--- src/include/rfp_pkg.sv ---
package rfp_pkg;
  localparam int unsigned DATA_W = 16;
  localparam int unsigned REG_COUNT = 16;
  localparam int unsigned IDX_W = 4;
  localparam logic [3:0] IDX_IP = 4'h0;
  localparam logic [3:0] IDX_STACK = 4'h1;
  localparam logic [3:0] IDX_FLAGS_CONST = 4'h2;
  localparam logic [3:0] IDX_CONST = 4'h3;
  localparam logic [15:0] IP_RESET = 16'h0000;
  localparam logic [15:0] STACK_RESET = 16'h0000;
  localparam logic [15:0] WORD_STEP = 16'h0002;
  localparam logic [15:0] STEP_TWO_WORDS = 16'h0004;
  localparam logic [15:0] STEP_THREE_WORDS = 16'h0006;
  localparam logic [15:0] EVEN_MASK = 16'hfffe;
  // source addressing modes
  localparam logic [1:0] AS_REG = 2'h0;
  localparam logic [1:0] AS_INDEX = 2'h1;
  localparam logic [1:0] AS_IND = 2'h2;
  localparam logic [1:0] AS_AUTOINC = 2'h3;
  // generated constants
  localparam logic [15:0] CG_ZERO = 16'h0000;
  localparam logic [15:0] CG_ONE = 16'h0001;
  localparam logic [15:0] CG_TWO = 16'h0002;
  localparam logic [15:0] CG_FOUR = 16'h0004;
  localparam logic [15:0] CG_EIGHT = 16'h0008;
  localparam logic [15:0] CG_ALL_ONES = 16'hffff;
  // instruction lengths in words
  localparam logic [1:0] LEN_ONE_WORD = 2'h1;
  localparam logic [1:0] LEN_TWO_WORDS = 2'h2;
  localparam logic [1:0] LEN_THREE_WORDS = 2'h3;
  // stack operations
  typedef enum logic [1:0] {
    STK_NONE,
    STK_PUSH,
    STK_POP
  } rfp_stack_op_t;
endpackage

--- src/hw/rfp_const_gen.sv ---
`timescale 1ns/1ps
`default_nettype none
// constant generator: decodes the source register and mode
module rfp_const_gen (
  // request
  input wire logic [3:0] src_idx,
  input wire logic [1:0] source_addr_mode,
  // answer
  output logic is_const,
  output logic [15:0] const_value
);
  // reg two yields +4/+8 in indirect modes, reg three always a constant
  always_comb begin
    is_const = 1'b0;
    const_value = rfp_pkg::CG_ZERO;
    if (src_idx == rfp_pkg::IDX_CONST) begin
      is_const = 1'b1;
      case (source_addr_mode)
        rfp_pkg::AS_REG: const_value = rfp_pkg::CG_ZERO;
        rfp_pkg::AS_INDEX: const_value = rfp_pkg::CG_ONE;
        rfp_pkg::AS_IND: const_value = rfp_pkg::CG_TWO;
        default: const_value = rfp_pkg::CG_ALL_ONES;
      endcase
    end else if (src_idx == rfp_pkg::IDX_FLAGS_CONST) begin
      case (source_addr_mode)
        rfp_pkg::AS_IND: begin
          is_const = 1'b1;
          const_value = rfp_pkg::CG_FOUR;
        end
        rfp_pkg::AS_AUTOINC: begin
          is_const = 1'b1;
          const_value = rfp_pkg::CG_EIGHT;
        end
        rfp_pkg::AS_INDEX: begin
          // absolute mode: base of zero added to the next word
          is_const = 1'b1;
          const_value = rfp_pkg::CG_ZERO;
        end
        default: is_const = 1'b0;
      endcase
    end
  end
endmodule
`default_nettype wire

--- src/hw/rfp_reg_store.sv ---
`timescale 1ns/1ps
`default_nettype none
// general working registers, one write port, three registered reads
module rfp_reg_store #(
  parameter int unsigned WIDTH = 16,
  parameter int unsigned DEPTH = 12
) (
  // clock and reset
  input wire logic mclk,
  input wire logic rst_n,
  // write port with byte enables
  input wire logic wr_en,
  input wire logic [3:0] wr_addr,
  input wire logic [1:0] wr_be,
  input wire logic [WIDTH-1:0] wr_data,
  // read ports
  input wire logic [3:0] rd_addr_a,
  input wire logic [3:0] rd_addr_b,
  input wire logic [3:0] rd_addr_c,
  output logic [WIDTH-1:0] rd_data_a,
  output logic [WIDTH-1:0] rd_data_b,
  output logic [WIDTH-1:0] rd_data_c
);
  logic [WIDTH-1:0] mem [DEPTH];

  // elaboration check: the byte lanes below are wired for a 16-bit word
  if (WIDTH != 16 || DEPTH < 1 || DEPTH > 16) begin : g_bad_size
    $error("rfp_reg_store: unsupported width or depth");
  end

  // each entry updates its own byte lanes
  for (genvar i = 0; i < DEPTH; i++) begin : g_entry
    always_ff @(posedge mclk or negedge rst_n) begin
      if (!rst_n) begin
        mem[i] <= '0;
      end else if (wr_en && wr_addr == 4'(i)) begin
        if (wr_be[0]) mem[i][7:0] <= wr_data[7:0];
        if (wr_be[1]) mem[i][15:8] <= wr_data[15:8];
      end
    end
  end

  // registered reads; out of range reads return zero
  always_ff @(posedge mclk or negedge rst_n) begin
    if (!rst_n) begin
      rd_data_a <= '0;
      rd_data_b <= '0;
      rd_data_c <= '0;
    end else begin
      rd_data_a <= (32'(rd_addr_a) < DEPTH) ? mem[rd_addr_a] : '0;
      rd_data_b <= (32'(rd_addr_b) < DEPTH) ? mem[rd_addr_b] : '0;
      rd_data_c <= (32'(rd_addr_c) < DEPTH) ? mem[rd_addr_c] : '0;
    end
  end
endmodule
`default_nettype wire

--- src/hw/rfp_register_file.sv ---
`timescale 1ns/1ps
`default_nettype none
// How it works
// - sixteen 16-bit registers, four dedicated, twelve general working.
// - instruction pointer always holds the next instruction address.
// - pointer advances by two, four or six bytes per instruction.
// - fetch address on word boundaries, pointer kept even.
// - any write to the instruction pointer acts as a branch.
// - calls and accepted interrupts push return addresses via stack pointer.
// - stack pointer decrements before a store, increments after a load.
// - stack pointer readable and writable like any register.
// - software loads the stack pointer into RAM; it stays even.
// - pushing the stack pointer stores old value, then it decrements.
// - popping into the stack pointer loads the value, no increment.
// - a 16-bit address bus reaches the whole memory range.
// - word and byte operand access over the 16-bit data path.
// - memory-to-memory moves pass a latch, not a working register.
// - six common immediates come from constant generation hardware.
// - reg three gives 0,1,2,all ones; reg two gives 4 or 8.
// - general registers serve as data, pointer or index, byte or word.
module rfp_register_file #(
  parameter int unsigned GP_COUNT = 12
) (
  // clock and reset
  input wire logic mclk,
  input wire logic resetn,
  // instruction pointer control
  input wire logic ip_advance,
  input wire logic [1:0] ip_len_words,
  // source operand read
  input wire logic [3:0] src_idx,
  input wire logic [1:0] source_addr_mode,
  input wire logic src_byte,
  output logic [15:0] src_data,
  output logic src_is_const,
  // second operand read
  input wire logic [3:0] dst_idx,
  input wire logic dst_byte,
  output logic [15:0] dst_data,
  // register write
  input wire logic wr_en,
  input wire logic [3:0] wr_idx,
  input wire logic wr_byte,
  input wire logic [15:0] wr_data,
  // stack operations
  input wire logic [1:0] stack_op,
  input wire logic [3:0] push_idx,
  input wire logic [15:0] pop_data,
  input wire logic [3:0] pop_idx,
  input wire logic call_or_irq,
  // memory-to-memory transfer latch
  input wire logic move_load,
  input wire logic [15:0] move_data,
  output logic [15:0] move_value,
  // memory address and store data
  output logic [15:0] fetch_addr,
  output logic [15:0] stack_addr,
  output logic [15:0] stack_store_data,
  output logic stack_store,
  // dedicated register views
  output logic [15:0] instruction_pointer,
  output logic [15:0] stack_top_pointer,
  output logic [15:0] reg_two_flags_const
);
  localparam int unsigned FIRST_GP = 4;

  // elaboration checks: the index decode below assumes this exact map
  if (GP_COUNT != 12) begin : g_bad_count
    $error("rfp_register_file: twelve working registers required");
  end
  // four dedicated registers plus the working set must fill the index
  if (FIRST_GP + GP_COUNT != rfp_pkg::REG_COUNT) begin : g_bad_map
    $error("rfp_register_file: register map does not fill the index");
  end

  // reset release through two flip-flops
  logic rst_meta;
  logic rst_n;
  always_ff @(posedge mclk or negedge resetn) begin
    if (!resetn) begin
      rst_meta <= 1'b0;
      rst_n <= 1'b0;
    end else begin
      rst_meta <= 1'b1;
      rst_n <= rst_meta;
    end
  end

  // stack request; the unused code three acts as no operation
  rfp_pkg::rfp_stack_op_t op;
  assign op = rfp_pkg::rfp_stack_op_t'(stack_op);

  // datapath nets
  logic [15:0] reg_three_const;
  logic [15:0] stack_value_before;
  logic [15:0] stack_value_after;
  logic [15:0] next_ip;
  logic [15:0] next_sp;
  logic [15:0] push_value;
  logic [15:0] const_value;
  logic is_const;
  logic [15:0] gp_a;
  logic [15:0] gp_b;
  logic [15:0] gp_c;
  logic [15:0] ip_step;
  logic [1:0] wr_be;
  logic gp_wr_en;
  logic [3:0] gp_wr_addr;
  logic [15:0] gp_wr_data;

  // reg three holds nothing; its register-mode read is the zero constant
  assign reg_three_const = rfp_pkg::CG_ZERO; // reads as zero in register mode
  assign stack_value_before = stack_top_pointer;

  // instruction length in bytes, a word count of 1..3 doubled
  always_comb begin
    case (ip_len_words)
      rfp_pkg::LEN_TWO_WORDS: ip_step = rfp_pkg::STEP_TWO_WORDS;
      rfp_pkg::LEN_THREE_WORDS: ip_step = rfp_pkg::STEP_THREE_WORDS;
      default: ip_step = rfp_pkg::WORD_STEP;
    endcase
  end

  // a register write to the pointer wins over advancing: it is a branch
  always_comb begin
    next_ip = instruction_pointer;
    if (wr_en && wr_idx == rfp_pkg::IDX_IP) begin
      next_ip = wr_data & rfp_pkg::EVEN_MASK;
    end else if (op == rfp_pkg::STK_POP && pop_idx == rfp_pkg::IDX_IP) begin
      next_ip = pop_data & rfp_pkg::EVEN_MASK;
    end else if (ip_advance) begin
      next_ip = instruction_pointer + ip_step;
    end
  end

  // pointer register; the mask keeps it even whatever the source
  always_ff @(posedge mclk or negedge rst_n) begin
    if (!rst_n) begin
      instruction_pointer <= rfp_pkg::IP_RESET;
    end else begin
      instruction_pointer <= next_ip & rfp_pkg::EVEN_MASK;
    end
  end

  // value stored by a push; calls and interrupts save the return address
  // working registers come from read port c, so push_idx leads by a cycle
  always_comb begin
    if (call_or_irq) begin
      push_value = instruction_pointer;
    end else begin
      case (push_idx)
        rfp_pkg::IDX_IP: push_value = instruction_pointer;
        rfp_pkg::IDX_STACK: push_value = stack_value_before;
        rfp_pkg::IDX_FLAGS_CONST: push_value = reg_two_flags_const;
        rfp_pkg::IDX_CONST: push_value = reg_three_const;
        default: push_value = gp_c;
      endcase
    end
  end

  // stack pointer: predecrement on store, postincrement on load
  // a plain write to the stack pointer loses to a push or pop that cycle
  always_comb begin
    next_sp = stack_top_pointer;
    stack_addr = stack_top_pointer;
    case (op)
      rfp_pkg::STK_PUSH: begin
        next_sp = stack_top_pointer - rfp_pkg::WORD_STEP;
        stack_addr = next_sp;
      end
      rfp_pkg::STK_POP: begin
        if (pop_idx == rfp_pkg::IDX_STACK) begin
          next_sp = pop_data;
        end else begin
          next_sp = stack_top_pointer + rfp_pkg::WORD_STEP;
        end
      end
      default: begin
        if (wr_en && wr_idx == rfp_pkg::IDX_STACK) begin
          next_sp = wr_data;
        end
      end
    endcase
  end
  assign stack_value_after = next_sp & rfp_pkg::EVEN_MASK;

  // stack pointer register
  always_ff @(posedge mclk or negedge rst_n) begin
    if (!rst_n) begin
      stack_top_pointer <= rfp_pkg::STACK_RESET;
    end else begin
      stack_top_pointer <= stack_value_after;
    end
  end

  // store strobe and data for the memory bus, both in the request cycle
  assign stack_store = (op == rfp_pkg::STK_PUSH);
  assign stack_store_data = push_value;

  // fetches come straight from the pointer, which is always even
  assign fetch_addr = instruction_pointer;

  // flags register: any register write loads the full word, whatever the mode or byte flag
  // a pop of the flags wins over a write, as for every register but the instruction pointer, where a write wins
  always_ff @(posedge mclk or negedge rst_n) begin
    if (!rst_n) begin
      reg_two_flags_const <= '0;
    end else if (op == rfp_pkg::STK_POP &&
                 pop_idx == rfp_pkg::IDX_FLAGS_CONST) begin
      reg_two_flags_const <= pop_data;
    end else if (wr_en && wr_idx == rfp_pkg::IDX_FLAGS_CONST) begin
      reg_two_flags_const <= wr_data;
    end
  end

  // general registers: byte writes touch low lane and clear the high lane
  // a pop into a working register wins over a write in the same cycle
  always_comb begin
    gp_wr_en = 1'b0;
    gp_wr_addr = 4'h0;
    gp_wr_data = wr_data;
    wr_be = 2'h3;
    if (op == rfp_pkg::STK_POP && pop_idx >= 4'(FIRST_GP)) begin
      gp_wr_en = 1'b1;
      gp_wr_addr = pop_idx - 4'(FIRST_GP);
      gp_wr_data = pop_data;
    end else if (wr_en && wr_idx >= 4'(FIRST_GP)) begin
      gp_wr_en = 1'b1;
      gp_wr_addr = wr_idx - 4'(FIRST_GP);
      gp_wr_data = wr_byte ? {8'h00, wr_data[7:0]} : wr_data;
    end
  end

  rfp_reg_store #(
    .WIDTH(rfp_pkg::DATA_W),
    .DEPTH(GP_COUNT)
  ) u_store (
    .mclk(mclk),
    .rst_n(rst_n),
    .wr_en(gp_wr_en),
    .wr_addr(gp_wr_addr),
    .wr_be(wr_be),
    .wr_data(gp_wr_data),
    .rd_addr_a(src_idx - 4'(FIRST_GP)),
    .rd_addr_b(dst_idx - 4'(FIRST_GP)),
    .rd_addr_c(push_idx - 4'(FIRST_GP)),
    .rd_data_a(gp_a),
    .rd_data_b(gp_b),
    .rd_data_c(gp_c)
  );

  rfp_const_gen u_cg (
    .src_idx(src_idx),
    .source_addr_mode(source_addr_mode),
    .is_const(is_const),
    .const_value(const_value)
  );

  // registered read stage; selectors aligned with the store's latency
  logic [3:0] src_idx_q;
  logic [3:0] dst_idx_q;
  logic src_byte_q;
  logic dst_byte_q;
  logic is_const_q;
  logic [15:0] const_q;
  logic [15:0] src_ded_q;
  logic [15:0] dst_ded_q;

  // request qualifiers delayed to line up with the store's read latency
  always_ff @(posedge mclk or negedge rst_n) begin
    if (!rst_n) begin
      src_idx_q <= 4'h0;
      dst_idx_q <= 4'h0;
      src_byte_q <= 1'b0;
      dst_byte_q <= 1'b0;
      is_const_q <= 1'b0;
      const_q <= '0;
    end else begin
      src_idx_q <= src_idx;
      dst_idx_q <= dst_idx;
      src_byte_q <= src_byte;
      dst_byte_q <= dst_byte;
      is_const_q <= is_const;
      const_q <= const_value;
    end
  end

  // dedicated source captured with the same one-cycle latency
  always_ff @(posedge mclk or negedge rst_n) begin
    if (!rst_n) begin
      src_ded_q <= '0;
    end else begin
      case (src_idx)
        rfp_pkg::IDX_IP: src_ded_q <= instruction_pointer;
        rfp_pkg::IDX_STACK: src_ded_q <= stack_top_pointer;
        rfp_pkg::IDX_FLAGS_CONST: src_ded_q <= reg_two_flags_const;
        default: src_ded_q <= reg_three_const;
      endcase
    end
  end

  // dedicated second operand, same latency as the source
  always_ff @(posedge mclk or negedge rst_n) begin
    if (!rst_n) begin
      dst_ded_q <= '0;
    end else begin
      case (dst_idx)
        rfp_pkg::IDX_IP: dst_ded_q <= instruction_pointer;
        rfp_pkg::IDX_STACK: dst_ded_q <= stack_top_pointer;
        rfp_pkg::IDX_FLAGS_CONST: dst_ded_q <= reg_two_flags_const;
        default: dst_ded_q <= reg_three_const;
      endcase
    end
  end

  // output select; byte reads return the low byte zero extended
  logic [15:0] src_raw;
  logic [15:0] dst_raw;
  // source: a generated constant replaces the register contents
  always_comb begin
    src_raw = (src_idx_q >= 4'(FIRST_GP)) ? gp_a : src_ded_q;
    if (is_const_q) begin
      src_raw = const_q;
    end
    src_data = src_byte_q ? {8'h00, src_raw[7:0]} : src_raw;
    src_is_const = is_const_q;
  end

  // second operand never passes through the constant generator
  always_comb begin
    dst_raw = (dst_idx_q >= 4'(FIRST_GP)) ? gp_b : dst_ded_q;
    dst_data = dst_byte_q ? {8'h00, dst_raw[7:0]} : dst_raw;
  end

  // memory-to-memory latch keeps data out of the working registers
  always_ff @(posedge mclk or negedge rst_n) begin
    if (!rst_n) begin
      move_value <= '0;
    end else if (move_load) begin
      move_value <= move_data;
    end
  end
endmodule
`default_nettype wire

--- config.mk ---
export PLATFORM = sky130hd
export DESIGN_NAME = rfp_register_file
export DESIGN_NICKNAME = d
export VERILOG_FILES = /design/src/include/rfp_pkg.sv /design/src/hw/rfp_const_gen.sv /design/src/hw/rfp_reg_store.sv /design/src/hw/rfp_register_file.sv
export SDC_FILE = /design/constraint.sdc
export NUM_CORES = 1
export LEC_CHECK = 0
export BUFFER_PORTS_ARGS = -buffer_cell sky130_fd_sc_hd__buf_2
export CAP_MARGIN = 20
export CORE_ASPECT_RATIO = 0.7
export CORE_UTILIZATION = 50
export DETAILED_ROUTE_END_ITERATION = 12
export HOLD_SLACK_MARGIN = 0.02
export PLACE_DENSITY = 0.71
export SETUP_SLACK_MARGIN = 0.05
export SYNTH_ARGS = -nofsm -noshare
export SYNTH_HDL_FRONTEND = slang
export SYNTH_HIERARCHICAL = 1
export SYNTH_SLANG_ARGS = --single-unit
export TNS_END_PERCENT = 1
--- constraint.sdc ---
create_clock -name mclk -period 33 [get_ports mclk]
set_input_delay 0 -clock mclk [delete_from_list [all_inputs] [get_ports mclk]]
set_output_delay 0 -clock mclk [all_outputs]
set_load 0.01 [all_outputs]
==> results_dict.tcl, run 1 <==
set metrics [dict create \
    routed_wl_um 67900 \
    ant_nets 0 \
    worst_slack_ns 29.68 \
    muxShareOfSynthArea 0.293 \
    drive_above_1_share 0.332 \
    gp_congestion 0.963 \
    cts-htree-levels 2 \
    clk_latency_ns 0.53 \
    overflow 0 \
    setup_violations 0 \
    cts.sinks 359 \
    period_share 0.101 \
    root_buffer "clkbuf_16" \
    p_leak_uw 0.0109 \
    crit_start "fetch_addr[2]" \
    die_h_um 174 \
    synth.most_common_cell "dfrtp_1" \
    grt_pass1_vias 16800 \
    final_max_slew_viol_count 0 \
    grt.total_usage 0.316 \
    hold_path_end "src_is_const" \
    cp.arrival_ns 3.79 \
    reg2reg_setup_slack_ns 29.68 \
    core_um2 41400 \
    postSynthCellCount 1863 \
    synth_area_leaders "dfrtp_1 (42%), mux4_2 (15%), mux2_2 (11%), o21ai_0 (3.6%), nand2_1 (3.5%)" \
    relSlewSlack 0.231 \
    die_x_um 248 \
    vdd_drop_max_mv 0.0489 \
    start_kind "register" \
    max_cap_violations 0 \
    synth-seq-cells 359 \
    drt_iter0_markers 2176 \
    synth.avg_cell_area_um2 11.4 \
    synth_top_cell_area_share 0.424 \
    synth_top_family_by_area "multiplexers" \
    total_switching_power_uw 507 \
    rows 62 \
    cts_tree "yes" \
    ys_warn_count 6 \
    final_cells 2639 \
    numPortBuffers 224 \
    synth-xor-area-share 0.0178 \
    period_needed_ns 3.32 \
    grt_setup_unrepaired "false" \
    fin_nets 2167 \
    hold_viol_final 0 \
    synth_adder_area_share 0.00921 \
    ctsResizeCount 0 \
    r2r_start "fetch_addr[2]" \
    area_delta_synth_final_pct 15.7 \
    first_pass_iters 6 \
    finish.utilization 0.592 \
    grt_pass1_wl_um 102000 \
    ys_seq_area_frac 0.424 \
    power_frac_comb 0.294 \
    antenna_found_initial 1 \
    post-synth-top-area-cell "dfrtp_1" \
    worstHoldStart "src_idx[1]" \
    drc_errors 0 \
    num_vias 17000 \
    holdWs_ns 0.0475 \
    clock_power_share 0.279 \
    seqPwrFrac 0.427 \
    fin_setup_tns_ns 0 \
    fmax_mhz 301 \
    power.internal_uw 1010 \
    skew_ns 0.0104 \
    holdPathStages 2 \
    start_util 0.512 \
    crit_fanout 8 \
    wl_per_cell_um 25.7 \
    critPathRequiredTime_ns 33.47 \
    clkSlewWorstSetupHoldPaths_ns 0.06 \
    cp-end-kind "register" \
    cts_made_buffers 36 \
    netlist_top_cells_count "dfrtp_1 (359), mux2_2 (209), nand2_1 (197), o21ai_0 (154), mux4_2 (144)" \
    syn-cell-area_um2 21200 \
    r2r_end "fetch_addr[4]" \
    grt_max_degree 86 \
    viasPerCell 6.45 \
    async_reset_ff_frac 1.00 \
    ys.flop_type "dfrtp_1" \
    hold_path_class "input port to register" \
    dpl.hpwl_um 45900 \
    rr_worst_depth 7 \
    post-cts-setup-buffers 0 \
    dieArea_um2 43200 \
    worstMarginPinSlew_ns 1.15 \
    sw_frac_of_total 0.334 \
    yosysUniqueCellTypes 71 \
    synth_edf_count 0 \
    synth_compound_area_frac 0.0969 \
    post-place-cells 2480 \
    dp_slack_ns 29.48 \
    power_density_nw_per_um2 62.1 \
    worstSetupPathType "register to register" \
    synth-simple-area-share 0.102 \
    status "completed" \
    io_pins 229 \
    ctsLongestPathBuffers 3 \
]
## cells by family after synthesis
| group | after synthesis |
|---|---|
| buffers and inverters | 257 |
| AOI/OAI and AO/OA | 349 |
| muxes | 415 |
| adders and majority gates | 15 |
| other | 2 |
| and+or+nand+nor | 423 |
| DFF | 359 |
| xor gates and xnor gates | 43 |
## worst max-delay path: stages, from the launching register on
cell and delay [ns]:
dfrtp_1 0.50, ha_1 0.35, a21oi_1 0.83, nor3b_1 0.38
xnor2_1 0.23, a211oi_1 0.32, a21o_1 0.12, dlygate4sd3_1 0.54
## flip-flops by register name, indices dropped and copies added, names as in the netlist, 2 cells and up
name                 cells
u_store/mem            192
const_q                 16
dst_ded_q               16
move_value              16
reg_two_flags_const     16
src_ded_q               16
u_store/rd_data_a       16
u_store/rd_data_b       16
u_store/rd_data_c       16
fetch_addr              15
stack_top_pointer       15
dst_idx_q                2
src_idx_q                2
## layout make-up
type	instances	area, um2
diodes	2	5.00
clock buffers	49	1010
clock inverters	13	175
fillers	3354	16900
inverters	71	267
multi-input cells	1256	11100
flip-flops and latches	359	8990
well taps	544	681
repair buffers	345	2310
## routing by layer
layer	GRT usage	wire length, um	vias up
met4	0.100	2050	0
met2	0.470	30700	1024
met5	0	0	-
li1	-	-	7173
met1	0.457	27700	8650
met3	0.0758	7420	170
## metrics by stage
step / total power, uW / cell area (um2)
6_report: 1520 / 24500
3_5_place_dp: 1070 / 22300
5_1_grt: 1590 / 24500
4_1_cts: 1510 / 24400
3_3_place_gp: 1050 / 22300
2_1_floorplan: 925 / 21200
## how the worst max path moves through the flow
stage / endpoint / slack, ns / depth (start not counted)
CTS: const_q[3] / 29.80 / 2
detailed placement: reg_two_flags_const[12] / 29.48 / 8
finish: fetch_addr[4] / 29.68 / 7
global route: fetch_addr[4] / 29.67 / 7
floorplan: const_q[0] / 22.25 / 0
global placement: u_store/mem[81] / 29.64 / 8
## repair_timing
action / in CTS / in global routing
endpoints found under the hold margin: 86 / 0
hold buffers: 93 / 0
endpoints found under the setup margin: 0 / 0
## power groups by stage
stage,Clock [uW],Combinational (uW),Sequential (uW)
floorplan,0,312,613
global placement,0,406,641
detailed placement,0,417,650
CTS,429,438,644
global route,449,476,662
finish,425,447,649
## cells in the final DEF, fill, tap and decap left out, types with 6 or more instances in the layout
| cell type | n |
|---|---|
| inv_1 | 68 |
| mux2i_1 | 62 |
| o21a_1 | 7 |
| dlygate4sd3_1 | 93 |
| dfrtp_1 | 358 |
| a21oi_1 | 82 |
| nor3_1 | 19 |
| conb_1 | 11 |
| nor2_1 | 47 |
| o21ai_0 | 154 |
| and2_1 | 31 |
| a22oi_1 | 65 |
| or3_1 | 11 |
| nor2b_1 | 12 |
| nand4_1 | 7 |
| nor4_1 | 12 |
| ha_1 | 14 |
| a22o_1 | 10 |
| clkbuf_16 | 37 |
| xor2_1 | 25 |
| buf_4 | 28 |
| nand3_1 | 20 |
| xnor2_1 | 18 |
| mux2_2 | 209 |
| nand2b_1 | 12 |
| nand2_1 | 197 |
| clkbuf_1 | 8 |
| nor2_2 | 10 |
| buf_2 | 222 |
| mux4_2 | 144 |
| clkinv_2 | 6 |
Power figures use the tool's default switching activity.
==> run 2: changes to the inputs <==
--- a/config.mk
+++ b/config.mk
@@ -11,7 +11,7 @@
 export CORE_UTILIZATION = 50
 export DETAILED_ROUTE_END_ITERATION = 12
 export HOLD_SLACK_MARGIN = 0.02
-export PLACE_DENSITY = 0.71
+export PLACE_DENSITY = 0.73
 export SETUP_SLACK_MARGIN = 0.05
 export SYNTH_ARGS = -nofsm -noshare
 export SYNTH_HDL_FRONTEND = slang
==> constraint.sdc (replaced) <==
create_clock -name mclk -period 2.95 [get_ports mclk]
set_input_delay 0 -clock mclk [delete_from_list [all_inputs] [get_ports mclk]]
set_output_delay 0 -clock mclk [all_outputs]
set_load 0.01 [all_outputs]
==> results_dict.tcl, run 2 (synthesis gave the netlist of run 1 again) <==
set metrics [dict create \
    first_pass_iters 6 \
    routed_wl_um 69200 \
    hold_path_class "input port to register" \
    post-cts-setup-buffers 0 \
    fmax_mhz 355 \
    fin_nets 2212 \
    dp_slack_ns 0.291 \
    fin_setup_tns_ns 0 \
    layout_commonest_cell "dfrtp_1" \
    dieArea_um2 43200 \
    grt_pass1_vias 17000 \
    holdPathStages 3 \
    largest_reg_flops 192 \
    final_max_slew_viol_count 0 \
    overflow 0 \
    power_density_nw_per_um2 686 \
    antenna_found_initial 0 \
    critPathRequiredTime_ns 3.42 \
    worstHoldStart "src_idx[1]" \
    p_leak_uw 0.0112 \
    vdd_drop_max_mv 0.462 \
    skew_ns 0.0176 \
    root_buffer "clkbuf_16" \
    final_cell_mix "dfrtp_1 (358), buf_2 (222), mux2_2 (209)" \
    num_vias 17300 \
    status "completed" \
    area_delta_synth_final_pct 17.4 \
    ctsLongestPathBuffers 3 \
    crit_fanout 7 \
    numPortBuffers 224 \
    cts_made_buffers 36 \
    multi_input_area_um2 11100 \
    clk_latency_ns 0.54 \
    period_needed_ns 2.82 \
    diodes 0 \
    num-fill-cells 3309 \
    drc_errors 0 \
    r2r_start "fetch_addr[1]" \
    cp.arrival_ns 3.28 \
    wl_per_cell_um 25.8 \
    io_pins 229 \
    start_util 0.512 \
    worstMarginPinSlew_ns 1.10 \
    hold_viol_final 0 \
    drt_iter0_markers 2376 \
    worst_slack_ns 0.133 \
    relSlewSlack 0.270 \
    gp_congestion 0.953 \
    max_cap_violations 0 \
    grt_pass1_wl_um 103000 \
    viasPerCell 6.47 \
    drive_above_1_share 0.345 \
    cp-end-kind "register" \
    clkSlewWorstSetupHoldPaths_ns 0.07 \
    worstSetupPathType "register to register" \
    grt_setup_unrepaired "false" \
    seq_area_um2 8990 \
    rr_worst_depth 8 \
    hold_path_end "src_is_const" \
    r2r_end "fetch_addr[13]" \
    regMostFlops "u_store/mem" \
    reg2reg_setup_slack_ns 0.13 \
    ant_nets 0 \
    cts_tree "yes" \
    cts.sinks 359 \
    die_h_um 174 \
    period_share 0.955 \
    grt_max_degree 76 \
    start_kind "register" \
    die_x_um 248 \
    core_um2 41400 \
    dpl.hpwl_um 47700 \
    grt.total_usage 0.320 \
    setup_violations 0 \
    cts-htree-levels 2 \
    rows 62 \
]
[run 2: worst max-delay path by stage]
stage                              start                to  slack (ns)  depth (start not counted)
floorplan                          rst_n        const_q[0]       -0.59                          0
global placement              pop_idx[2]   u_store/mem[59]        0.31                         10
detailed placement           stack_op[0]  u_store/mem[124]        0.29                          9
CTS                        fetch_addr[2]     fetch_addr[4]        0.08                          8
global route        stack_top_pointer[2]    stack_addr[13]        0.07                          6
finish                     fetch_addr[1]    fetch_addr[13]        0.13                          8
[run 2: layout make-up]
class,count,share of cell area
multi-input combinational,1256,0.446
inverter,71,0.0107
tap,544,0.0274
timing repair buffer,390,0.109
sequential,359,0.361
clock buffer,51,0.0422
clock inverter,9,0.00412
[run 2: worst max-delay path: stages, from the launching register on]
cell	delay (ns)
dfrtp_1	0.47
ha_1	0.27
fa_2	0.35
nand4_1	0.21
nor4_1	0.35
xnor2_1	0.19
mux2i_1	0.09
o21ai_0	0.23
dlygate4sd3_1	0.58
[run 2: power breakdown]
group / switching (uW) / internal, uW / total [uW]
clock: 1970 / 2650 / 4620
sequential: 1230 / 5960 / 7200
combinational: 2520 / 2730 / 5250
[run 2: metrics by stage]
step / std cells / power (uW) / cell area, um2 / utilization / hold WS [ns]
2_1_floorplan: 1872 / 10300 / 21200 / - / -0.296
3_3_place_gp: 2529 / 11800 / 22800 / 0.550 / -0.216
3_5_place_dp: 2529 / 12100 / 22800 / 0.550 / -0.214
4_1_cts: 2680 / 16900 / 24800 / 0.600 / 0.0358
5_1_grt: 2680 / 17700 / 24900 / 0.600 / 0.0625
6_report: 2680 / 17100 / 24900 / 0.600 / 0.0517
[run 2: timing repair]
item / 4_1_cts / 5_1_grt
resized for setup: 0 / 6
setup endpoints to repair: 0 / 9
endpoints found under the hold margin: 96 / 0
hold buffers: 91 / 0
[run 2: routing by layer]
layer,track usage,share of wire
met5,0,0
met4,0.113,0.035
met3,0.0874,0.13
met2,0.462,0.44
met1,0.464,0.40
==> run 3: changes to the inputs <==
--- a/config.mk
+++ b/config.mk
@@ -5,14 +5,15 @@
 export SDC_FILE = /design/constraint.sdc
 export NUM_CORES = 1
 export LEC_CHECK = 0
-export BUFFER_PORTS_ARGS = -buffer_cell sky130_fd_sc_hd__buf_2
 export CAP_MARGIN = 20
 export CORE_ASPECT_RATIO = 0.7
-export CORE_UTILIZATION = 50
+export CORE_UTILIZATION = 30
 export DETAILED_ROUTE_END_ITERATION = 12
+export DONT_BUFFER_PORTS = 1
 export HOLD_SLACK_MARGIN = 0.02
-export PLACE_DENSITY = 0.73
+export PLACE_DENSITY = 0.46
 export SETUP_SLACK_MARGIN = 0.05
+export SKIP_LAST_GASP = 1
 export SYNTH_ARGS = -nofsm -noshare
 export SYNTH_HDL_FRONTEND = slang
 export SYNTH_HIERARCHICAL = 1
==> results_dict.tcl, run 3 (synthesis gave the netlist of run 1 again) <==
set metrics [dict create \
    status "finished with violations" \
    violations "setup timing" \
    r2r_end "fetch_addr[14]" \
    routed_wl_um 81300 \
    dieArea_um2 71700 \
    setup_violations 3 \
    first_pass_iters 6 \
    finish.utilization 0.357 \
    grt_pass1_wl_um 119000 \
    crit_start "stack_top_pointer[3]" \
    grt_max_degree 120 \
    clk_latency_ns 0.58 \
    r2r_start "fetch_addr[7]" \
    worstSetupPathType "register to output port" \
    cts-htree-levels 2 \
    crit_path_end "stack_addr[15]" \
    antenna_found_initial 3 \
    hold_viol_final 0 \
    io_pins 229 \
    layout_commonest_cell "dfrtp_1" \
    grt_use_met1 0.337 \
    grt_pass1_vias 16500 \
    power_density_nw_per_um2 696 \
    period_share 1.02 \
    numPortBuffers 0 \
    overflow 0 \
    cts.sinks 359 \
    fin_setup_tns_ns -0.0869 \
    worstMarginPinSlew_ns 0.999 \
    grt.busiest_layer "met1" \
    wl_per_cell_um 28.2 \
    largest_reg_flops 192 \
    worst_slack_ns -0.0443 \
    start_kind "register" \
    use_met3 0.0900 \
    regMostFlops "u_store/mem" \
    num_vias 16400 \
    critPathRequiredTime_ns 2.95 \
    cts_tree "yes" \
    gp_congestion 0.943 \
    fin_nets 2040 \
    max_cap_violations 0 \
    drt_iter0_markers 1628 \
    skew_ns 0.0253 \
    final_max_slew_viol_count 0 \
    grt.total_usage 0.228 \
    reg2reg_setup_slack_ns 0.10 \
    crit_fanout 9 \
    die_x_um 320 \
    p_leak_uw 0.0105 \
    grt_setup_unrepaired "true" \
    rr_worst_depth 6 \
    fmax_mhz 334 \
    area_delta_synth_final_pct 17.5 \
    root_buffer "clkbuf_16" \
    drive_above_1_share 0.271 \
    dpl.hpwl_um 54100 \
    relSlewSlack 0.332 \
    core_um2 69800 \
    period_needed_ns 2.99 \
    final_cell_mix "dfrtp_1 (358), mux2_2 (209), nand2_1 (197)" \
    drc_errors 0 \
    cp.arrival_ns 2.99 \
    cp-end-kind "output port" \
    viasPerCell 5.67 \
    die_h_um 224 \
    start_util 0.303 \
    rows 81 \
    ctsLongestPathBuffers 3 \
    clkSlewWorstSetupHoldPaths_ns 0.06 \
    cts_made_buffers 38 \
    vdd_drop_max_mv 0.389 \
    hold_path_class "input port to register" \
    ant_nets 0 \
    use_met2 0.304 \
]
run 3: cell types whose count changed in the layout (fill, tap and decap cells not counted), sizes merged:
| cell | before | now |
|---|---|---|
| dlygate4sd3 | 91 | 133 |
| clkbuf | 51 | 53 |
| diode | 0 | 3 |
| buf | 299 | 83 |
| clkinv | 5 | 8 |
| clkinvlp | 0 | 4 |
run 3: how the worst min path moves through the flow:
stage	startpoint	to	slack, ns	cells after the start
after detailed placement	resetn	rst_meta	-0.30	0
after CTS	dst_idx[2]	dst_idx_q[2]	0.02	1
after floorplan	resetn	rst_meta	-0.30	0
final	src_idx[0]	u_store/rd_data_a[15]	0.04	3
after global routing	src_idx[1]	u_store/rd_data_a[4]	0.03	3
after global placement	resetn	rst_meta	-0.30	0
run 3: worst max-delay path, stage by stage (launching register included):
cell and delay [ns]:
dfrtp_1 0.52, nor4_1 0.64, buf_4 0.25, nand3_1 0.29
nor3_1 0.39, xor2_1 0.31
run 3: area by class of cell:
class                   instances  area (um2)
diodes                          3        7.51
fillers                      6811       44900
repair buffers                216        2130
well taps                     913        1140
clock inverters                16         163
clock buffers                  53        1130
inverters                      71         267
multi-input cells            1256       11100
flip-flops and latches        359        8990
run 3: metrics by stage:
step                      area (um2)  total power (uW)  cells  setup WS [ns]  hold slack (ns)
final                          24900             17300   2887        -0.0443           0.0388
after detailed placement       22100             11800   2676          0.486           -0.295
after CTS                      24900             17300   2884         0.0527           0.0208
after floorplan                21200             10300   1872         -0.593           -0.296
after global placement         22100             11700   2676          0.517           -0.295
after global routing           24900             18100   2884        -0.0689           0.0270
run 3: report_power, final:
part / internal (uW) / leakage [uW] / total [uW] / switching [uW]
Sequential: 5960 / 0.00465 / 7190 / 1230
Combinational: 2530 / 0.00523 / 5060 / 2530
Clock: 2870 / 0.000631 / 5070 / 2200
Total: 11400 / 0.0105 / 17300 / 5970
run 3: metal layers:
layer / vias to the layer above / part of all wire / routed length, um
met2: 831 / 0.40 / 32400
met3: 131 / 0.12 / 9610
li1: 6908 / - / -
met5: - / 0 / 0
met4: 0 / 0.023 / 1850
met1: 8494 / 0.46 / 37500
run 3: repair_timing:
action,CTS,global route
hold buffers,139,0
hold endpoints to repair,162,0
resized for setup,1,3
setup buffers,0,0
endpoints found under the setup margin,2,12
